[src/pwg_defines.svh]
`ifndef PWG_DEFINES_SVH
`define PWG_DEFINES_SVH

// ----------------------------------------
// clock and period
// ----------------------------------------
`define PWG_SUBCLK_KHZ      25160
`define PWG_PILOT_KHZ       1
`define PWG_PERIOD_COUNTS   (`PWG_SUBCLK_KHZ / `PWG_PILOT_KHZ)
`define PWG_CNT_W           15
`define PWG_PERIOD_LAST     15'h6247
`define PWG_DUTY_DEFAULT    15'h3126
`define PWG_SUBCLK_NUM      16'h0275
`define PWG_SUBCLK_DEN      16'h1388
`define PWG_ACC_W           16

`endif

[src/pwg_pkg.sv]
package pwg_pkg;
  `include "pwg_defines.svh"

  typedef struct packed {
    logic                  useRuntime;
    logic [`PWG_CNT_W-1:0] duty;
    logic                  load;
  } pwg_duty_cfg_t;

  typedef struct packed {
    logic outEnable;
    logic faultIrqEnable;
  } pwg_ctrl_t;

  typedef enum logic [1:0] {
    PWG_IDLE,
    PWG_RUN
  } pwg_state_t;
endpackage

[src/pwg_pilot_wire_pwm.sv]
`timescale 1ns/10ps
`include "pwg_defines.svh"

module pwg_pilot_wire_pwm (
  input  wire logic                  clk,
  input  wire logic                  sys_rst,
  input  wire pwg_pkg::pwg_duty_cfg_t dutyCfg,
  input  wire pwg_pkg::pwg_ctrl_t    ctrl,
  input  wire logic                  faultInputPin,
  output logic                       pilotOut,
  output logic                       faultIrq,
  output logic                       periodStart
);
  import pwg_pkg::*;

  // ----------------------------------------
  // subsystem clock enable
  // ----------------------------------------
  // fractional accumulator: 25.16 MHz average tick rate from 200 MHz
  logic [`PWG_ACC_W-1:0] acc;
  logic [`PWG_ACC_W:0]   accSum;
  wire                   subTick;
  assign accSum  = {1'b0, acc} + {1'b0, `PWG_SUBCLK_NUM};
  assign subTick = (accSum >= {1'b0, `PWG_SUBCLK_DEN});

  always_ff @(posedge clk or posedge sys_rst) begin
    if (sys_rst) begin
      acc <= '0;
    end else if (subTick) begin
      acc <= accSum[`PWG_ACC_W-1:0] - `PWG_SUBCLK_DEN;
    end else begin
      acc <= accSum[`PWG_ACC_W-1:0];
    end
  end

  // ----------------------------------------
  // period counter
  // ----------------------------------------
  logic [`PWG_CNT_W-1:0] cnt;
  wire                   atLast;
  assign atLast = (cnt == `PWG_PERIOD_LAST);

  // free running from reset, independent of the output enable
  always_ff @(posedge clk or posedge sys_rst) begin
    if (sys_rst) begin
      cnt <= '0;
    end else if (subTick) begin
      cnt <= atLast ? '0 : cnt + 15'h0001;
    end
  end

  // ----------------------------------------
  // duty compare
  // ----------------------------------------
  logic [`PWG_CNT_W-1:0] pendDuty;
  logic [`PWG_CNT_W-1:0] activeDuty;
  wire  [`PWG_CNT_W-1:0] reqDuty;
  wire                   wrapTick;
  wire  [`PWG_CNT_W-1:0] clampDuty;
  assign reqDuty   = dutyCfg.useRuntime ? dutyCfg.duty : `PWG_DUTY_DEFAULT;
  // clamp keeps the duty a fraction of the period
  assign clampDuty = (reqDuty > `PWG_PERIOD_LAST) ? `PWG_PERIOD_LAST : reqDuty;
  assign wrapTick  = subTick && atLast;

  always_ff @(posedge clk or posedge sys_rst) begin
    if (sys_rst) begin
      pendDuty <= `PWG_DUTY_DEFAULT;
    end else if (dutyCfg.load || !dutyCfg.useRuntime) begin
      pendDuty <= clampDuty;
    end
  end

  // shadow swap only on wrap, so no runt pulse
  always_ff @(posedge clk or posedge sys_rst) begin
    if (sys_rst) begin
      activeDuty <= `PWG_DUTY_DEFAULT;
    end else if (wrapTick) begin
      activeDuty <= pendDuty;
    end
  end

  // ----------------------------------------
  // output stage
  // ----------------------------------------
  pwg_state_t state;
  pwg_state_t next_state;
  wire        pwmLevel;
  wire        next_pilot;
  assign pwmLevel = (cnt < activeDuty);
  // enable waits for the boundary so the first pulse is whole
  always_comb begin
    next_state = state;
    unique case (state)
      PWG_IDLE: if (ctrl.outEnable && wrapTick) next_state = PWG_RUN;
      PWG_RUN:  if (!ctrl.outEnable) next_state = PWG_IDLE;
    endcase
  end
  assign next_pilot = (state == PWG_RUN) ? pwmLevel : 1'b1;

  always_ff @(posedge clk or posedge sys_rst) begin
    if (sys_rst) begin
      state       <= PWG_IDLE;
      pilotOut    <= 1'b1;
      periodStart <= 1'b0;
    end else begin
      state       <= next_state;
      pilotOut    <= next_pilot;
      periodStart <= wrapTick;
    end
  end

  // ----------------------------------------
  // ground fault interrupt
  // ----------------------------------------
  logic faultPrev;
  always_ff @(posedge clk or posedge sys_rst) begin
    if (sys_rst) begin
      faultPrev <= 1'b0;
      faultIrq  <= 1'b0;
    end else begin
      faultPrev <= faultInputPin;
      faultIrq  <= ctrl.faultIrqEnable && faultInputPin && !faultPrev;
    end
  end
endmodule

[config.mk]
export PLATFORM = sky130hd
export DESIGN_NAME = pwg_pilot_wire_pwm
export DESIGN_NICKNAME = d
export VERILOG_FILES = /design/src/pwg_pkg.sv /design/src/pwg_pilot_wire_pwm.sv
export VERILOG_INCLUDE_DIRS = /design/src
export SDC_FILE = /design/constraint.sdc
export NUM_CORES = 1
export LEC_CHECK = 0
export BUFFER_PORTS_ARGS = -buffer_cell sky130_fd_sc_hd__buf_2
export CORE_ASPECT_RATIO = 1.4
export CORE_MARGIN = 1
export CORE_UTILIZATION = 30
export CTS_CLUSTER_SIZE = 8
export DETAILED_ROUTE_END_ITERATION = 8
export PLACE_DENSITY = 0.41
export SETUP_SLACK_MARGIN = 0.2
export SLEW_MARGIN = 0
export SYNTH_ARGS = -nofsm -noshare
export SYNTH_HDL_FRONTEND = slang
export SYNTH_SLANG_ARGS = --single-unit
[constraint.sdc]
create_clock -name clk -period 3.6 [get_ports clk]
set_input_delay 0.72 -clock clk [delete_from_list [all_inputs] [get_ports clk]]
set_output_delay 0.72 -clock clk [all_outputs]
set_load 0.005 [all_outputs]
==> impl_metrics.json <==
{
  "slew_violations": 0,
  "initial_core_util_pct": 30.9,
  "run_status": "finished, final reports clean",
  "synth-edff-count": 0,
  "synth.net_count": 441,
  "synth_area_um2": 3980,
  "num_antenna_cells": 0,
  "arrival_ns": 3.21,
  "grt_max_degree": 38,
  "dieArea_um2": 13700,
  "drt-vias-per-instance": 5.38,
  "drt-total-wl_um": 9510,
  "antenna_found_initial": 0,
  "hold_viol": 0,
  "tightest_slew_ns": 0.858,
  "critPathRequiredTime_ns": 3.80,
  "insertion_delay_ns": 0.33,
  "die_width_um": 99.4,
  "cts_buffers": 9,
  "peakVddDrop_uv": 207,
  "async_flop_share_pct": 100,
  "cts_setup_buffers": 0,
  "rsz0062_at_grt": "false",
  "yosys.cell_count.top_type": "dfrtp_1",
  "netlist_instances": 401,
  "placed_area_um2": 4260,
  "setup_violations": 0,
  "cts_tree": "done",
  "synth-seq-cells": 66,
  "synth_area_leader_cell": "dfrtp_1",
  "p_total_uw": 1730,
  "synth.area.top_cells": "dfrtp_1 33%, dfstp_2 8.6%, ha_1 5.7%",
  "hp-class": "register to register",
  "htreeDepth": 3,
  "vias": 3139,
  "fin_tns_setup_ns": 0,
  "drc_errors": 0,
  "ys_seq_area_share_pct": 41.9,
  "nNetsFinal": 466,
  "grt-ovfl-total": 0,
  "maxCapViolations": 0,
  "place.gp.congestion": 0.858,
  "max_freq_ghz": 0.332,
  "first_pass_iters": 4,
  "hold_ws_ns": 0.391,
  "fin_crit_sh_pct": 83.6,
  "fin_crit_ns": 3.01,
  "cts_resized": 0,
  "p_per_area_nw_per_um2": 378,
  "cts.clk_slew.worst_paths_ns": 0.06,
  "crit_path_start_kind": "register",
  "drive_gt1_share_pct": 19.3,
  "grt_pass1_vias": 3217,
  "syn_area_per_cell_um2": 9.93,
  "core_um2": 12900,
  "synth_top_area_share_pct": 33.3,
  "worstSetupEndpointType": "register",
  "cts.sinks": 66,
  "synth.distinct_cells": 62,
  "area_delta_synth_final_pct": 14.9,
  "avgRoutedWirePerCell_um": 16.3,
  "dp_hpwl_um": 7270,
  "rows": 49,
  "ys_warn_count": 0,
  "die_h_um": 138,
  "ys.flop_type": "dfrtp_1",
  "critPathKind": "register to register",
  "cts_root_buf": "clkbuf_16",
  "leakagePower_uw": 0.00194,
  "cts_hold_buffers": 0,
  "clk_path_buf_depth": 2,
  "ios": 25,
  "drt-initial-drc-count": 167,
  "ant_nets": 0,
  "grt_usage_pct": 15.0,
  "slew_headroom_pct": 42.7,
  "synth_commonest_cells": "53 x dfrtp_1, 32 x nand2_1, 26 x inv_1, 26 x nor2_1, 23 x o21ai_0",
  "port_buffers": 24,
  "clock-skew-final_ns": 0.00506,
  "stdcell_area_um2": 4570,
  "grt_pass1_wl_um": 16200,
  "path_max_fanout": 19
}
==> sequential cells by signal, indices dropped and copies added (netlist names) <==
name,count
activeDuty,15
periodStart,1
cnt,15
state,1
faultIrq,1
faultPrev,1
acc,16
pilotOut,1
pendDuty,15
==> critical path, cell delays in order, from the launching register on <==
cell and delay [ns]:
dfrtp_1 0.45, ha_1 0.28, o21a_1 0.27, xnor2_1 0.21, ha_1 0.21, nand2_1 0.06
a21oi_1 0.21, o21ai_0 0.20, a221oi_4 0.31, buf_4 0.29, nand2b_1 0.26, o41ai_1 0.12
==> power breakdown <==
group	switching (uW)	internal, uW
clock network	313	592
logic	34.6	22.8
registers	6.84	760
total	355	1370
==> worst paths after layout <==
check / start / slack, ns / cells after the start / to
worst max register to register: acc[0] / 0.59 / 11 / cnt[9]
worst min register to register: faultPrev / 0.39 / 1 / faultIrq
worst max-delay path: acc[0] / 0.59 / 11 / cnt[9]
worst min-delay path: faultPrev / 0.39 / 1 / faultIrq
max in group asynchronous: sys_rst / 2.30 / 3 / pendDuty[13]
min in group asynchronous: sys_rst / 0.57 / 2 / faultPrev
==> logic make-up (layout without fill, tap and decap cells) <==
kind of cell               count (synthesis)  count (layout)  synth area share, %
AOI/OAI and AO/OA                        107             107                 20.0
xor gates and xnor gates                  22              22                 4.84
adders and majority gates                 18              18                 5.66
buffers and inverters                     43              73                 4.87
DFF                                       66              66                 41.9
muxes                                     20              20                 6.38
and+or+nand+nor                          125             125                 16.3
==> per-stage QoR <==
stage	setup slack, ns	util [%]	std cells
finish	0.590	35.5	584
global route	0.325	35.5	584
CTS	0.575	35.5	584
detailed placement	0.606	33.1	568
global placement	0.692	33.1	568
floorplan	0.879	-	401
==> routing by layer <==
| metal | track usage (%) | share of wire, % | vias up | routed length (um) |
|---|---|---|---|---|
| met5 | 0 | 0 | - | 0 |
| li1 | - | - | 1513 | - |
| met1 | 16.0 | 40 | 1530 | 3770 |
| met4 | 7.66 | 3.9 | 0 | 371 |
| met2 | 27.6 | 54 | 70 | 5120 |
| met3 | 2.83 | 2.5 | 26 | 242 |
==> final cells by class <==
type                            count  area, um2
Clock buffer                       14        274
Timing Repair Buffer               31        185
Clock inverter                      2       35.0
Multi-Input combinational cell    292       2120
Inverter                           26       97.6
Sequential cell                    66       1670
Fill cell                        1359       8300
Tap cell                          153        191
==> cells in the final DEF, fill, tap and decap left out, drive strengths merged, types with 4 or more instances in the layout <==
cell type  synthesis  final
inv               26     26
nor2              26     26
o41ai              4      4
dfstp             13     13
a21o               9      9
a22o               8      8
nor4               5      5
clkbuf             4     14
o21ai             26     26
mux2i              4      4
a211oi             4      4
nand3              8      8
o31ai              7      7
ha                18     18
xor2               7      7
buf               13     31
and3               5      5
xnor2             15     15
or3                4      4
nand4              7      7
nand2b             5      5
nor3               8      8
nor2b              9      9
dfrtp             53     53
mux2              16     16
o2111ai            4      4
a21oi             18     18
nand2             32     32
Note: power is estimated with default switching activity, not from simulation.
